**config.mk**
```make
export PLATFORM = sky130hd
export DESIGN_NAME = dpa_unit
export DESIGN_NICKNAME = d
export VERILOG_FILES = /design/src/include/dpa_pkg.sv /design/src/rtl/dpa_step.sv /design/src/rtl/dpa_unit.sv
export SDC_FILE = /design/constraint.sdc
export NUM_CORES = 1
export LEC_CHECK = 0
export BUFFER_PORTS_ARGS = -buffer_cell sky130_fd_sc_hd__buf_2
export CAP_MARGIN = 20
export CORE_ASPECT_RATIO = 0.75
export CORE_MARGIN = 2
export CORE_UTILIZATION = 35
export DETAILED_ROUTE_END_ITERATION = 12
export PLACE_DENSITY = 0.6
export SYNTH_ARGS = -nofsm -noshare
export SYNTH_HDL_FRONTEND = slang
export SYNTH_SLANG_ARGS = --single-unit
```
**constraint.sdc**
```tcl
create_clock -name clk -period 2.5 [get_ports clk]
set_input_delay 0.5 -clock clk [delete_from_list [all_inputs] [get_ports clk]]
set_output_delay 0.5 -clock clk [all_outputs]
set_load 0.1 [all_outputs]
```
**src/include/dpa_pkg.sv**
```systemverilog
// Constants and types for the dual pointer address unit
package dpa_pkg;
    localparam int PTR_W = 16;
    localparam int BYTE_W = 8;
    localparam logic [15:0] REGION_A_BASE = 16'h0000;
    localparam logic [15:0] REGION_B_BASE = 16'h0100;
    localparam logic [15:0] PTR_RESET = 16'h0000;
    localparam logic [7:0] BYTE_RESET = 8'h00;
    localparam logic [15:0] STEP_ONE = 16'h0001;
    // Signal processing config bit positions
    localparam int SPC_REDIRECT = 0;
    localparam int SPC_IDX_DIS = 1;
    localparam int SPC_WIN_LO = 2;
    localparam int SPC_WIN_HI = 3;
    localparam int SPC_CIRC0 = 4;
    localparam int SPC_CIRC1 = 5;
    // Pointer config bit positions
    localparam int PCF_DEC0 = 0;
    localparam int PCF_DEC1 = 1;
    localparam int PCF_UPD0 = 2;
    localparam int PCF_UPD1 = 3;
    localparam logic [7:0] SPC_RESET = 8'h00;
    localparam logic [7:0] PCF_RESET = 8'h00;
    // Core operations presented to the unit
    typedef enum logic [2:0] {
        DPA_OP_NONE = 3'b000,
        DPA_OP_INC = 3'b001,
        DPA_OP_XDATA = 3'b010,
        DPA_OP_CODE = 3'b011,
        DPA_OP_CODE_IDX = 3'b100
    } dpa_op_t;
    typedef enum logic [1:0] {
        DPA_WR_NONE = 2'b00,
        DPA_WR_LOW = 2'b01,
        DPA_WR_HIGH = 2'b10
    } dpa_wr_t;
endpackage

```
**src/rtl/dpa_step.sv**
```systemverilog
// Next pointer value with circular wrap
`timescale 1ns/1ps
module dpa_step
    import dpa_pkg::*;
#(
    parameter int W = PTR_W
)(
    input wire logic [W-1:0] ptr,
    input wire logic [7:0] depth,
    input wire logic circ_en,
    input wire logic dec,
    output logic [W-1:0] next_ptr
);
    wire [W-1:0] top_a = {{(W-8){1'b0}}, depth};
    wire [W-1:0] top_b = REGION_B_BASE + top_a;
    wire in_a = (ptr <= top_a);
    wire in_b = (ptr >= REGION_B_BASE) && (ptr <= top_b);
    wire wrap_on = circ_en && (in_a || in_b);
    wire [W-1:0] plain = dec ? ptr - STEP_ONE : ptr + STEP_ONE;
    wire up_wrap_a = !dec && (ptr == top_a);
    wire up_wrap_b = !dec && (ptr == top_b);
    wire dn_wrap_a = dec && (ptr == REGION_A_BASE);
    wire dn_wrap_b = dec && (ptr == REGION_B_BASE);
    assign next_ptr = !wrap_on ? plain :
        up_wrap_a ? REGION_A_BASE :
        up_wrap_b ? REGION_B_BASE :
        dn_wrap_a ? top_a :
        dn_wrap_b ? top_b : plain;
endmodule // dpa_step

```
**src/rtl/dpa_unit.sv**
```systemverilog
// Dual data pointer address generation unit
`timescale 1ns/1ps
// Contract
// - Two 16-bit pointers, byte-wise read/write
// - Per-pointer circular enable bits
// - Two equal regions sized by depth
// - Regions at 0000 and 0100 plus depth
// - Either pointer uses either region
// - Wrap only when enabled and inside region
// - Increment at top wraps to base
// - Decrement at base wraps to top
// - Wrap applies to increment and auto-update
// - Outside regions ordinary 16-bit arithmetic
// - Decrement bit reverses increment instruction
// - Auto-update after external and code moves
// - Auto-update direction from decrement bit
// - Redirect pointer one moves to secondary
// - Index disable drops accumulator add
// - Window select picks accumulator segment
module dpa_unit
    import dpa_pkg::*;
(
    input wire logic clk,
    input wire logic reset_n,
    input wire logic [2:0] op,
    input wire logic pointer_select,
    input wire logic [7:0] accumulator,
    input wire logic wr_zero,
    input wire logic wr_one,
    input wire logic [1:0] wr_byte,
    input wire logic [7:0] wr_data,
    input wire logic depth_wr,
    input wire logic [7:0] depth_data,
    input wire logic spc_wr,
    input wire logic [7:0] spc_data,
    input wire logic pcf_wr,
    input wire logic [7:0] pcf_data,
    output logic [15:0] mem_addr,
    output logic use_secondary,
    output logic [1:0] accumulator_window_select,
    output logic [7:0] pointer_zero_low_byte,
    output logic [7:0] pointer_zero_high_byte,
    output logic [7:0] pointer_one_low_byte,
    output logic [7:0] pointer_one_high_byte,
    output logic [7:0] buffer_depth,
    output logic [7:0] signal_processing_config,
    output logic [7:0] pointer_config
);
    // ****************************************
    // Decode
    // ****************************************
    logic [15:0] pointer_zero;
    logic [15:0] pointer_one;
    wire dpa_op_t cur_op = dpa_op_t'(op);
    wire is_inc = (cur_op == DPA_OP_INC);
    wire is_move = (cur_op == DPA_OP_XDATA) || (cur_op == DPA_OP_CODE)
        || (cur_op == DPA_OP_CODE_IDX);
    wire circular_enable_zero = signal_processing_config[SPC_CIRC0];
    wire circular_enable_one = signal_processing_config[SPC_CIRC1];
    wire redirect_to_secondary_operand =
        signal_processing_config[SPC_REDIRECT];
    wire index_disable = signal_processing_config[SPC_IDX_DIS];
    wire decrement_select_zero = pointer_config[PCF_DEC0];
    wire decrement_select_one = pointer_config[PCF_DEC1];
    wire auto_update_zero = pointer_config[PCF_UPD0];
    wire auto_update_one = pointer_config[PCF_UPD1];
    wire [15:0] sel_ptr = pointer_select ? pointer_one : pointer_zero;
    wire sel_upd = pointer_select ? auto_update_one : auto_update_zero;
    // Step fires on increment instruction or auto-updated move
    wire step_req = is_inc || (is_move && sel_upd);
    wire step_zero = step_req && !pointer_select;
    wire step_one = step_req && pointer_select;
    wire [15:0] next_zero;
    wire [15:0] next_one;
    // Indexed code read adds accumulator unless disabled
    wire [15:0] idx_addr = sel_ptr + {8'h00, accumulator};
    wire [15:0] next_mem_addr = (cur_op == DPA_OP_CODE_IDX && !index_disable)
        ? idx_addr : sel_ptr;
    wire next_use_secondary = is_move && pointer_select
        && redirect_to_secondary_operand;
    wire wr_lo = (wr_byte == DPA_WR_LOW);
    wire wr_hi = (wr_byte == DPA_WR_HIGH);
    wire [7:0] next_signal_processing_config = spc_wr ? spc_data
        : signal_processing_config;
    wire [1:0] next_window =
        next_signal_processing_config[SPC_WIN_HI:SPC_WIN_LO];

    // ****************************************
    // Pointer steppers
    // ****************************************
    // Any pointer may use either region
    dpa_step #(.W(PTR_W)) u_step_zero (
        .ptr(pointer_zero),
        .depth(buffer_depth),
        .circ_en(circular_enable_zero),
        .dec(decrement_select_zero),
        .next_ptr(next_zero)
    );
    dpa_step #(.W(PTR_W)) u_step_one (
        .ptr(pointer_one),
        .depth(buffer_depth),
        .circ_en(circular_enable_one),
        .dec(decrement_select_one),
        .next_ptr(next_one)
    );
    wire [15:0] next_pointer_zero = (wr_zero && wr_lo)
        ? {pointer_zero[15:8], wr_data}
        : (wr_zero && wr_hi) ? {wr_data, pointer_zero[7:0]}
        : step_zero ? next_zero : pointer_zero;
    wire [15:0] next_pointer_one = (wr_one && wr_lo)
        ? {pointer_one[15:8], wr_data}
        : (wr_one && wr_hi) ? {wr_data, pointer_one[7:0]}
        : step_one ? next_one : pointer_one;

    // ****************************************
    // State
    // ****************************************
    always_ff @(posedge clk or negedge reset_n)
    begin
        if (!reset_n)
        begin
            pointer_zero <= PTR_RESET;
            pointer_one <= PTR_RESET;
            buffer_depth <= BYTE_RESET;
            signal_processing_config <= SPC_RESET;
            pointer_config <= PCF_RESET;
        end
        else
        begin
            pointer_zero <= next_pointer_zero;
            pointer_one <= next_pointer_one;
            if (depth_wr)
                buffer_depth <= depth_data;
            if (spc_wr)
                signal_processing_config <= spc_data;
            if (pcf_wr)
                pointer_config <= pcf_data;
        end
    end

    always_ff @(posedge clk or negedge reset_n)
    begin
        if (!reset_n)
        begin
            mem_addr <= PTR_RESET;
            use_secondary <= 1'b0;
            accumulator_window_select <= 2'b00;
            pointer_zero_low_byte <= BYTE_RESET;
            pointer_zero_high_byte <= BYTE_RESET;
            pointer_one_low_byte <= BYTE_RESET;
            pointer_one_high_byte <= BYTE_RESET;
        end
        else
        begin
            mem_addr <= next_mem_addr;
            use_secondary <= next_use_secondary;
            accumulator_window_select <= next_window;
            pointer_zero_low_byte <= next_pointer_zero[7:0];
            pointer_zero_high_byte <= next_pointer_zero[15:8];
            pointer_one_low_byte <= next_pointer_one[7:0];
            pointer_one_high_byte <= next_pointer_one[15:8];
        end
    end

    // ****************************************
    // Checks
    // ****************************************
    a_inc_wrap_a:
    assert property (@(posedge clk) disable iff (!reset_n)
        (is_inc && !pointer_select && circular_enable_zero
         && !decrement_select_zero && pointer_zero == {8'h00, buffer_depth}
         && !wr_zero) |=> pointer_zero == REGION_A_BASE)
    else $error("pointer zero failed to wrap to region base");
    a_dec_wrap_b:
    assert property (@(posedge clk) disable iff (!reset_n)
        (is_inc && pointer_select && circular_enable_one
         && decrement_select_one && pointer_one == REGION_B_BASE
         && !wr_one)
        |=> pointer_one == REGION_B_BASE + {8'h00, $past(buffer_depth)})
    else $error("pointer one failed to wrap to region top");
    a_plain_step:
    assert property (@(posedge clk) disable iff (!reset_n)
        (is_inc && !pointer_select && !decrement_select_zero && !wr_zero
         && pointer_zero > REGION_B_BASE + {8'h00, buffer_depth})
        |=> pointer_zero == $past(pointer_zero) + STEP_ONE)
    else $error("pointer zero not stepped plainly");
    a_no_update:
    assert property (@(posedge clk) disable iff (!reset_n)
        (is_move && !pointer_select && !auto_update_zero && !wr_zero)
        |=> $stable(pointer_zero))
    else $error("pointer zero moved without auto update");
    a_redirect_out:
    assert property (@(posedge clk) disable iff (!reset_n)
        (op inside {DPA_OP_XDATA, DPA_OP_CODE, DPA_OP_CODE_IDX}
         && pointer_select && signal_processing_config[SPC_REDIRECT])
        |=> use_secondary)
    else $error("secondary operand not selected");
    a_redirect_off:
    assert property (@(posedge clk) disable iff (!reset_n)
        !pointer_select |=> !use_secondary)
    else $error("secondary operand used for pointer zero");
    a_index_off:
    assert property (@(posedge clk) disable iff (!reset_n)
        (cur_op == DPA_OP_CODE_IDX && index_disable)
        |=> mem_addr == $past(sel_ptr))
    else $error("index not disabled");
    a_bytes_match:
    assert property (@(posedge clk) disable iff (!reset_n)
        ##1 {pointer_one_high_byte, pointer_one_low_byte} == pointer_one)
    else $error("pointer one bytes disagree");
    a_window_sel:
    assert property (@(posedge clk) disable iff (!reset_n)
        spc_wr |=> accumulator_window_select
            == $past(spc_data[SPC_WIN_HI:SPC_WIN_LO]))
    else $error("window select not updated");
    a_low_write:
    assert property (@(posedge clk) disable iff (!reset_n)
        (wr_one && wr_byte == DPA_WR_LOW)
        |=> pointer_one_low_byte == $past(wr_data))
    else $error("pointer one low byte not written");
endmodule // dpa_unit

```
Yosys cells after proc, flatten, opt, wreduce, memory -nomap -nowiden
Index checks and enable logic that the tools add are counted.
Widths: inputs -> output; s select.
{ "word_totals": {"ff_bits": 105, "latchBits": 0, "ramBits": 0, "rom_bits": 0, "inputBits": 53, "output_inout_bits": 75, "wordCells": 91, "n_memories": 0} }
{ "classes": {"n_addsub": 6, "multipliers": 0, "n_div": 0, "magnitude_cmp": 6, "eq_ne": 12, "shift": 0, "muxes": 22, "bitwise_logic": 0, "n_reduce_logical": 33} }
{ "ops": {"columns": ["operator", "n"], "rows": [
  ["$mux 16", 20],
  ["$add 16x1->16 const B", 2],
  ["$eq 16x16->1", 2],
  ["$eq 16x8->1", 2],
  ["$eq 16x9->1 const B", 2],
  ["$ge 16x9->1 const B", 2],
  ["$le 16x16->1", 2],
  ["$le 16x8->1", 2],
  ["$logic_not 16->1", 2],
  ["$sub 16x1->16 const B", 2],
  ["$logic_and 1x1->1", 22],
  ["$add 16x8->16", 1],
  ["$add 9x8->10 const A", 1],
  ["$eq 3x2->1 const B", 2],
  ["$logic_or 1x1->1", 5],
  ["$logic_not 1->1", 4],
  ["$mux 4", 1],
  ["$eq 3x1->1 const B", 1],
  ["$eq 3x3->1 const B", 1],
  ["$eq 2x1->1 const B", 1],
  ["$eq 2x2->1 const B", 1],
  ["$mux 1", 1]
]} }

Depth between registers and ports, before layout
Gate-level depths: netlist of run 1.
{ "logic_depth": {"depth_word": 10, "mapped_depth": 14, "ltp_nobuf": 12} }

Hierarchy
A second synthesis of run 1 with hierarchy kept.
{ "unflattened": {"cells_unflattened": 685, "area_unflattened_um2": 6247.2} }
{ "modules_own_cells": {"columns": ["module", "instances", "cells_per_inst", "area_each_um2", "seq_area_each_um2"], "rows": [
  ["dpa_unit", 1, 337, 3758.6, 1826.8],
  ["dpa_step at u_step_one", 1, 178, 1293.7, 0.0],
  ["dpa_step at u_step_zero", 1, 170, 1194.9, 0.0]
]} }

Least setup slack after synthesis of run 1
No wires, ideal clock.
{ "synth_timing": {"path_kind": "reg-to-reg", "from": "register, netlist name pointer_zero_low_byte[0]", "to": "register mem_addr[12]", "setup_ps": 129, "t_arrival_ps": 3175, "t_required_ps": 2371, "setup_slack_ps": -804, "path_stages_with_launch": 13, "n_path_buf": 0, "synth_period_minus_slack_ps": 3304, "cell_sequence": "dfrtp_1 inv_1 o21ai_0 ha_1 inv_1 fa_1 nor2b_1 o21ai_0 a21oi_1 o31ai_1 nor4b_1 xnor2_1 mux2i_1"} }
{ "synth_lines": {"columns": ["item", "line", "source"], "rows": [
  ["end signal, assigned", "dpa_unit.sv:155", "mem_addr <= next_mem_addr;"],
  ["end, declared", "dpa_unit.sv:38", "output logic [15:0] mem_addr,"]
]} }

==> flow_metrics.env, run 1 <==
export IMPL_status="finished, violations left"
export IMPL_violations="negative setup slack"
export IMPL_fin_crit_ps=2501
export IMPL_p_per_area_nw_per_um2=1304
export IMPL_fp_dieH_um=114.4
export IMPL_synth_cell_type_count=61
export IMPL_synth_top_area_frac=0.3211
export IMPL_chipWidth_um=151.2
export IMPL_cpMaxStageDelayCell="dfrtp_4"
export IMPL_drtAntennaViolNets=0
export IMPL_overflow=0
export IMPL_gp_congestion=0.9267
export IMPL_preCtsSetupSlack_ps=-295.8
export IMPL_hold_violations=0
export IMPL_grt_pass1_vias=5526
export IMPL_setup_viol=1
export IMPL_io_buffers=127
export IMPL_clkLatencyLatePin_ps=340
export IMPL_min_path_type="input pin to async pin"
export IMPL_cp_cell_sequence="clkinvlp_4 -> o21ai_4 -> inv_2 -> fa_2 -> nor2b_2 -> o21ai_2 -> a21oi_2 -> o31ai_4 -> nor4b_2 -> xnor2_1 -> mux2i_1"
export IMPL_syn_to_final_growth_pct=38.20
export IMPL_worstPathMaxFanout=4
export IMPL_grt_pass1_wl_um=30090
export IMPL_num_io_pins=128
export IMPL_max_vdd_ir_drop_mv=0.7446
export IMPL_synthTopCellsByArea="dfrtp_1 (32%), ha_1 (11%), mux2_2 (5.1%), a21oi_1 (5.1%), o21ai_0 (4.8%)"
export IMPL_die_area_um2=17300
export IMPL_first_pass_iters=5
export IMPL_avgSynthCellArea_um2=9.045
export IMPL_rr_startpoint="pointer_zero_low_byte[1]"
export IMPL_wirelength_um=20290
export IMPL_synth_edff_count=0
export IMPL_drv_cap=0
export IMPL_numCtsBuffers=9
export IMPL_cts_buffer_depth=2
export IMPL_cts_tree="yes"
export IMPL_grt_max_degree=39
export IMPL_crit_end="mem_addr[12]"
export IMPL_maxSlewViolCount=0
export IMPL_worstPathRequired_ps=2710
export IMPL_reg2reg_to="mem_addr[12]"
export IMPL_start_util=0.3563
export IMPL_ys_seq_area_frac=0.3211
export IMPL_post_route_drc_count=0
export IMPL_drive_gt1_frac=0.4322
export IMPL_maxSlewHeadroom=0.3876
export IMPL_r2r_cells=11
export IMPL_ys_seq_elements=73
export IMPL_nFillCells=1512
export IMPL_n_antenna_cell=0
export IMPL_end_kind="flop"
export IMPL_synthArstFlopShare=1.000
export IMPL_yosys_area_top_type="dfrtp_1"
export IMPL_max_freq_mhz=399.9
export IMPL_rsz0062_at_grt="true"
export IMPL_dpl_hpwl_um=15850
export IMPL_via_per_inst=5.601
export IMPL_tightest_slew_ps=918.6
export IMPL_start_kind="flop"
export IMPL_worst_endpoint_arrival_ps=2710
export IMPL_fin_skew_ps=6.915
export IMPL_vias=5803
export IMPL_synth_nets=737
export IMPL_clock_sinks=73
export IMPL_r2r_setup_slack_ps=-0.7
export IMPL_slowest_delay_ps=440
export IMPL_nets=929
export IMPL_track_usage=0.2289
export IMPL_htree_num_levels=3
export IMPL_leakagePower_nw=3.540
export IMPL_setup_ws_ps=-0.7361
export IMPL_synth_flop_cell="dfrtp_1"
export IMPL_utilization=0.4925
export IMPL_drtIter0Drc=539
export IMPL_num_rows=40
export IMPL_root_buffer="clkbuf_16"
export IMPL_core_um2=15970
export IMPL_crit_type="flop to flop"
export IMPL_critPathLaunch="pointer_zero_low_byte[1]"
export IMPL_antenna_found_initial=0
export IMPL_wl_per_cell_um=19.59
export IMPL_min_period_over_period=1.000
export IMPL_synth_warnings=0
export IMPL_synth_area_um2=5689
export IMPL_synthCells=629
export IMPL_clkSlewWorstSetupHoldPaths_ps=60
registers in the layout, indices dropped and copies added (netlist names):
name / cells
use_secondary: 1
pointer_zero: 2
pointer_one_high_byte: 7
buffer_depth: 8
pointer_config: 8
mem_addr: 16
accumulator_window_select: 2
pointer_zero_low_byte: 7
pointer_one_low_byte: 7
pointer_one: 2
pointer_zero_high_byte: 7
signal_processing_config: 6
cells in the mapped netlist (3+ instances only):
master    instances
a211o_1           3
a211oi_1          7
a21boi_0          3
a21o_1           14
a21oi_1          58
a22oi_1          23
and2_1            3
buf_2             4
buf_4             6
clkbuf_1         15
dfrtp_1          73
fa_1              3
ha_1             52
inv_1            24
mux2_2           26
mux2i_1          15
nand2_1          43
nand2b_1          8
nand3_1          11
nand4_1           9
nor2_1           36
nor2b_1          12
nor3_1           12
nor3b_1           6
nor4_1           11
o211ai_1          6
o21a_1            7
o21ai_0          55
o31ai_1           3
or3_1             4
xnor2_1          23
xor2_1           16
cell usage in the layout (no fill, tap or decap), drive strengths merged, types with 8 or more instances in the layout:
master / synthesis / routed
a21o: 14 / 14
nand3: 12 / 12
xor2: 16 / 16
buf: 11 / 207
a22oi: 23 / 23
o21ai: 55 / 55
mux2: 26 / 26
nor3: 13 / 13
ha: 52 / 52
nand2b: 8 / 8
mux2i: 15 / 15
xnor2: 23 / 23
a21oi: 58 / 58
nor2: 36 / 36
nand4: 9 / 9
dfrtp: 73 / 73
nand2: 43 / 43
nor2b: 12 / 12
clkbuf: 15 / 10
nor4: 11 / 11
inv: 25 / 25
worst max-delay path: cells and delay by family (launching register included):
| family | cells | cell delay [ps] |
|---|---|---|
| adder cells (fa/ha/maj) | 1 | 370 |
| XOR/XNOR | 1 | 190 |
| multiplexers | 1 | 120 |
| buffers and inverters | 2 | 220 |
| flip-flops | 1 | 440 |
| AO/OA/AOI/OAI | 4 | 570 |
| AND/OR/NAND/NOR | 2 | 460 |
repair_timing:
action,in CTS,in global routing
pin swaps,8,37
setup endpoints to repair,9,33
gates resized for setup,9,59
buffers inserted,6,9
hold buffers,0,0
area by class of cell:
cell class              count  area (um2)  area share
repair buffers            207        1256      0.1598
clock inverters             6       90.09     0.01146
multi-input cells         505        3996      0.5083
clock buffers              10       229.0     0.02912
well taps                 210       262.8     0.03342
flip-flops and latches     73        1916      0.2436
inverters                  25       112.6     0.01432
report_power, final:
| part | total (mW) | switching, mW | internal, mW |
|---|---|---|---|
| combinational | 6.73 | 4.68 | 2.05 |
| sequential | 2.11 | 0.531 | 1.58 |
| clock | 1.41 | 0.532 | 0.878 |
cell families (layout without fill, tap and decap cells):
family,Yosys count,count (layout),synth area share
buffers and inverters,51,248,0.03981
XOR/XNOR,39,39,0.06004
adder cells (fa/ha/maj),55,55,0.1249
AO/OA/AOI/OAI,198,198,0.2190
flip-flops,73,73,0.3211
multiplexers,41,41,0.07785
AND/OR/NAND/NOR,172,172,0.1572
per-stage QoR:
| stage | total power, mW | instance area (um2) | instances | hold slack (ps) | TNS [ps] |
|---|---|---|---|---|---|
| 2_1_floorplan | 6.830 | 5941 | 629 | 204.4 | -118.2 |
| 3_3_place_gp | 8.310 | 7169 | 1005 | 457.5 | -911.6 |
| 3_5_place_dp | 8.421 | 7169 | 1005 | 462.5 | -1633 |
| 4_1_cts | 9.935 | 7548 | 1027 | 100.4 | -179.4 |
| 5_1_grt | 10.79 | 7863 | 1036 | 124.4 | -579.2 |
| 6_report | 10.25 | 7863 | 1036 | 94.66 | -0.7361 |
per-layer routing:
layer / share of wire / track usage / up-vias
met5: 0 / 0 / -
met1: 0.46 / 0.3265 / 2787
met2: 0.43 / 0.3451 / 276
met4: 0.022 / 0.05794 / 0
li1: - / - / 2710
met3: 0.092 / 0.05936 / 30
worst min-delay path by stage:
stage / startpoint / end / slack [ps] / cells after the start
2_1_floorplan: reset_n / accumulator_window_select[0] / 200 / 0
3_3_place_gp: reset_n / mem_addr[2] / 460 / 1
3_5_place_dp: reset_n / mem_addr[2] / 460 / 1
4_1_cts: reset_n / mem_addr[2] / 100 / 1
5_1_grt: reset_n / mem_addr[2] / 120 / 1
6_report: reset_n / mem_addr[2] / 90 / 1
Note: power is estimated with default switching activity, not from simulation.
==> run 2: changes to the inputs <==
Settings changed: CORE_UTILIZATION 35 to 50, PLACE_DENSITY 0.6 to 0.8.
==> run 2 against run 1 <==
Count of clock-buffer cells in the layout unchanged. Clock skew hardly changed. Critical path depth grew 1. The run now ends clean. Non-clock buffer count grew 3. Routed wire length down 8.6%.
==> flow_metrics.env, run 2 (synthesis gave the netlist of run 1 again) <==
export IMPL_rr_startpoint="pointer_zero_low_byte[0]"
export IMPL_grt_pass1_vias=5500
export IMPL_clock_sinks=73
export IMPL_drv_cap=0
export IMPL_wirelength_um=18540
export IMPL_maxSlewViolCount=0
export IMPL_start_util=0.5161
export IMPL_first_pass_iters=6
export IMPL_p_int_mw=4.454
export IMPL_gp_congestion=0.9900
export IMPL_crit_type="flop to flop"
export IMPL_place_inst=940
export IMPL_track_usage=0.2952
export IMPL_fin_area_um2=7780
export IMPL_numCtsBuffers=9
export IMPL_overflow=0
export IMPL_clkLatencyLatePin_ps=340
export IMPL_io_buffers=127
export IMPL_drtIter0Drc=477
export IMPL_final_common_cell="buf_2"
export IMPL_r2r_setup_slack_ps=1
export IMPL_worstPathMaxFanout=6
export IMPL_min_path_type="input pin to async pin"
export IMPL_tightest_slew_ps=905.7
export IMPL_utilization=0.7057
export IMPL_clkSlewWorstSetupHoldPaths_ps=60
export IMPL_cts_tree="yes"
export IMPL_setup_viol=0
export IMPL_n_antenna_cell=0
export IMPL_cts_buffer_depth=2
export IMPL_wl_per_cell_um=19.14
export IMPL_worst_endpoint_arrival_ps=2730
export IMPL_pwr_share_seq=0.198
export IMPL_hold_violations=0
export IMPL_leakagePower_nw=3.546
export IMPL_chipWidth_um=127.2
export IMPL_worstPathRequired_ps=2730
export IMPL_p_per_area_nw_per_um2=1302
export IMPL_min_period_over_period=0.9995
export IMPL_reg2reg_to="mem_addr[12]"
export IMPL_fp_dieH_um=96.38
export IMPL_start_kind="flop"
export IMPL_instances_no_fill=969
export IMPL_switchingPower_mw=5.673
export IMPL_status="complete, no violations"
export IMPL_antenna_found_initial=0
export IMPL_htree_num_levels=3
export IMPL_place_area_um2=7144
export IMPL_maxSlewHeadroom=0.3962
export IMPL_fin_crit_ps=2499
export IMPL_via_per_inst=6.096
export IMPL_largest_reg_flops=16
export IMPL_end_kind="flop"
export IMPL_largest_registers="mem_addr x16, buffer_depth x8, pointer_config x8"
export IMPL_cts_hold_buf=0
export IMPL_layout_common_cells="buf_2 (126), buf_4 (79), a21oi_1 (48)"
export IMPL_nets=932
export IMPL_syn_to_final_growth_pct=36.75
export IMPL_power_mw=10.13
export IMPL_regMostFlops="mem_addr"
export IMPL_dpl_hpwl_um=14030
export IMPL_drtAntennaViolNets=0
export IMPL_swShare=0.5602
export IMPL_grt_pass1_wl_um=28170
export IMPL_vias=5907
export IMPL_num_io_pins=128
export IMPL_r2r_cells=12
export IMPL_drive_gt1_frac=0.4306
export IMPL_max_vdd_ir_drop_mv=1.108
export IMPL_root_buffer="clkbuf_16"
export IMPL_die_area_um2=12260
export IMPL_core_um2=11020
export IMPL_p_clk_frac=0.133
export IMPL_fin_skew_ps=6.572
export IMPL_num_rows=33
export IMPL_grt_max_degree=49
export IMPL_combPwrFrac=0.669
export IMPL_post_route_drc_count=0
export IMPL_rsz0062_at_grt="true"
export IMPL_max_freq_mhz=400.2
run 2: worst max path at each step:
stage	from	endpoint	slack (ps)	cells past startpoint
final	pointer_zero_low_byte[0]	mem_addr[12]	1	12
after global routing	pointer_zero_low_byte[0]	mem_addr[12]	-100	12
after CTS	buffer_depth[7]	pointer_one_high_byte[3]	-40	10
after detailed placement	pointer_select	mem_addr[12]	-320	14
after global placement	pointer_select	mem_addr[12]	-220	14
after floorplan	pointer_select	mem_addr[12]	-110	13
run 2: per-stage QoR:
| stage | worst slack (ps) | hold WS (ps) | TNS [ps] |
|---|---|---|---|
| after global routing | -103.0 | 190.7 | -421.9 |
| after CTS | -36.91 | 162.8 | -98.83 |
| after global placement | -219.5 | 485.2 | -1121 |
| after detailed placement | -317.2 | 490.4 | -2602 |
| final | 1.298 | 146.7 | 0 |
| after floorplan | -111.5 | 204.4 | -118.2 |
run 2: area by class of cell:
cell class	instances	area, um2
inverters	25	111.4
clock inverters	6	66.31
clock buffers	10	239.0
fillers	867	3244
well taps	140	175.2
flip-flops and latches	73	1916
repair buffers	210	1294
multi-input cells	505	3979
run 2: layer usage:
layer,global-route usage,vias up,share of wire
met1,0.4117,2790,0.44
met2,0.4691,358,0.44
met5,0,-,0
li1,-,2717,-
met4,0.08883,0,0.023
met3,0.05947,42,0.098
run 2: what timing repair did:
item / in CTS / in global routing
resized for setup: 8 / 50
setup buffers: 1 / 13
cloned: 0 / 0
setup endpoints to repair: 12 / 32
pin swaps: 3 / 29
run 2: critical path, cell delays in order, from the launching register on:
cell     delay [ps]
dfrtp_4         440
inv_6            50
o21ai_4         170
ha_4            160
inv_2            40
fa_2            370
nor2b_2         140
o21ai_2          80
a21oi_2         210
o31ai_4         170
nor4b_4         320
xnor2_1         150
mux2i_1          90
run 2: power groups by stage:
stage	Combinational (mW)	Sequential (mW)	Clock, mW
2_1_floorplan	2.47	4.36	0
3_3_place_gp	6.26	1.99	0
3_5_place_dp	6.42	2.00	0
4_1_cts	6.51	1.98	1.36
5_1_grt	7.18	2.05	1.41
6_report	6.77	2.01	1.35
==> run 3: changes to the inputs <==
Settings changed: CORE_UTILIZATION 50 to 60, PLACE_DENSITY 0.8 to 0.89.
Clock period 2.5 ns to 2.9 ns, I/O delays scaled along.
==> run 3 against run 2 <==
Hold slack better by 110 ps. Cell area fell by 11%. Combinational power fell by 22%. Register-to-register slack better by 110 ps. Non-clock buffer count down 58. Global-route usage increased by 6.7 points. Count of clock-buffer cells in the layout is the same. Sequential power shrank 13%. Setup slack improved by 110 ps. Clock skew about the same. Critical path depth down 2.
==> flow_metrics.env, run 3 (synthesis gave the netlist of run 1 again) <==
export IMPL_status="complete, no violations"
export IMPL_largest_registers="mem_addr x16, buffer_depth x8, pointer_config x8"
export IMPL_maxSlewViolCount=0
export IMPL_antenna_found_initial=0
export IMPL_cpMostUsedCell="buf_4"
export IMPL_post_route_drc_count=0
export IMPL_crit_type="flop to flop"
export IMPL_power_mw=8.146
export IMPL_hold_ws_ps=252.2
export IMPL_cp_cell_sequence="clkinvlp_4 -> buf_4 -> ha_1 -> nand4_1 -> or2_2 -> and2_1 -> nor4_2 -> buf_4 -> mux2_2 -> o21ai_0"
export IMPL_preCtsSetupSlack_ps=-46.16
export IMPL_grt_pass1_vias=5487
export IMPL_first_pass_iters=7
export IMPL_layout_common_cells="buf_2 (127), dfrtp_1 (61), a21oi_1 (57)"
export IMPL_cp_depth=10
export IMPL_wirelength_um=18410
export IMPL_r2r_setup_slack_ps=110
export IMPL_reg2reg_to="pointer_zero_low_byte[1]"
export IMPL_chipWidth_um=116.4
export IMPL_largest_reg_flops=16
export IMPL_num_io_pins=128
export IMPL_nets=874
export IMPL_cpMaxStageDelayCell="dfrtp_2"
export IMPL_drv_cap=0
export IMPL_clkSlewWorstSetupHoldPaths_ps=60
export IMPL_clock_sinks=73
export IMPL_grt_max_degree=74
export IMPL_slowest_delay_ps=410
export IMPL_regMostFlops="mem_addr"
export IMPL_rr_startpoint="pointer_zero_low_byte[0]"
export IMPL_track_usage=0.3626
export IMPL_setup_ws_ps=108.2
export IMPL_drtIter0Drc=540
export IMPL_min_path_type="input pin to async pin"
export IMPL_fin_area_um2=6912
export IMPL_cp_num_buf_inv=3
export IMPL_cts_hold_buf=0
export IMPL_max_freq_mhz=358.2
export IMPL_maxSlewHeadroom=0.4014
export IMPL_leakagePower_nw=3.240
export IMPL_final_common_cell="buf_2"
export IMPL_p_per_area_nw_per_um2=1179
export IMPL_num_rows=30
export IMPL_r2r_cells=10
export IMPL_drtAntennaViolNets=0
export IMPL_fin_crit_ps=2792
export IMPL_io_buffers=127
export IMPL_setup_viol=0
export IMPL_vias=5744
export IMPL_grt_pass1_wl_um=28350
export IMPL_worstPathMaxFanout=12
export IMPL_tightest_slew_ps=897.8
export IMPL_gp_congestion=1.087
export IMPL_root_buffer="clkbuf_16"
export IMPL_worstPathRequired_ps=3150
export IMPL_via_per_inst=6.389
export IMPL_max_vdd_ir_drop_mv=0.9709
export IMPL_n_antenna_cell=0
export IMPL_overflow=0
export IMPL_fp_dieH_um=88.33
export IMPL_hold_violations=0
export IMPL_min_period_over_period=0.9627
export IMPL_cts_tree="yes"
export IMPL_worst_endpoint_arrival_ps=3040
export IMPL_clkLatencyLatePin_ps=340
export IMPL_fin_skew_ps=6.630
export IMPL_syn_to_final_growth_pct=21.49
export IMPL_wl_per_cell_um=20.48
export IMPL_core_um2=9121
export IMPL_cp_top_family="simple AND/OR/NAND/NOR gates"
export IMPL_place_area_um2=6563
export IMPL_htree_num_levels=3
export IMPL_start_util=0.6237
export IMPL_cts_buffer_depth=2
export IMPL_die_area_um2=10290
export IMPL_numCtsBuffers=9
export IMPL_dpl_hpwl_um=13750
export IMPL_end_kind="flop"
export IMPL_start_kind="flop"
export IMPL_drive_gt1_frac=0.2905
## run 3: cell types whose count changed in the layout (fill, tap and decap cells not counted), moves of 7 or more
cell	previous run	this run
buf_4	79	24
ha_4	8	0
inv_1	13	23
a21oi_1	48	57
dfrtp_4	17	0
dfrtp_2	20	12
dfrtp_1	36	61
a21oi_2	8	1
ha_1	43	51
o21ai_0	45	53
## run 3: layout make-up
type | count | area [um2]
Fill cell | 632 | 2210
Inverter | 25 | 97.59
Timing Repair Buffer | 152 | 835.8
Clock inverter | 6 | 67.56
Tap cell | 128 | 160.2
Multi-Input combinational cell | 505 | 3680
Sequential cell | 73 | 1842
Clock buffer | 10 | 229.0
## run 3: stage by stage
step                      setup TNS [ps]  utilization  std cells
after global routing              -66.91       0.7578        899
after CTS                              0       0.7520        896
after floorplan                   -7.033            -        629
after global placement                 0       0.7195        880
final                                  0       0.7578        899
after detailed placement          -65.49       0.7195        880
## run 3: worst max path at each step
| stage | endpoint | from | slack [ps] |
|---|---|---|---|
| after detailed placement | mem_addr[12] | pointer_select | -50 |
| final | pointer_zero_low_byte[1] | pointer_zero_low_byte[0] | 110 |
| after global routing | mem_addr[12] | pointer_zero_low_byte[0] | -50 |
| after floorplan | mem_addr[12] | pointer_one_low_byte[1] | -7 |
| after CTS | mem_addr[12] | pointer_zero_low_byte[0] | 80 |
| after global placement | mem_addr[12] | pointer_select | 80 |
## run 3: what timing repair did
| item | CTS | global route |
|---|---|---|
| gates resized for setup | 0 | 9 |
| buffers inserted | 0 | 3 |
| endpoints found under the setup margin | 0 | 3 |
## run 3: metal layers
layer	vias to the layer above	routed length, um	GRT usage
met4	0	636	0.1331
li1	2596	-	-
met3	55	2137	0.08493
met1	2710	7436	0.4867
met2	383	8201	0.5782
met5	-	0	0
## run 3: worst reg2reg max path: cells and delay by family, from the launching register on
| kind | cells | cell delay, ps |
|---|---|---|
| compound gates | 1 | 160 |
| fa+ha+maj | 1 | 280 |
| buf+inv | 3 | 630 |
| flops | 1 | 410 |
| mux | 1 | 350 |
| simple gates | 4 | 870 |
## run 3: power by group
part           total (mW)  internal (mW)  leakage (nW)  switching [mW]
Clock                1.13          0.669         0.139           0.457
Sequential           1.75           1.31         0.882           0.444
Combinational        5.27           1.42          2.22            3.85
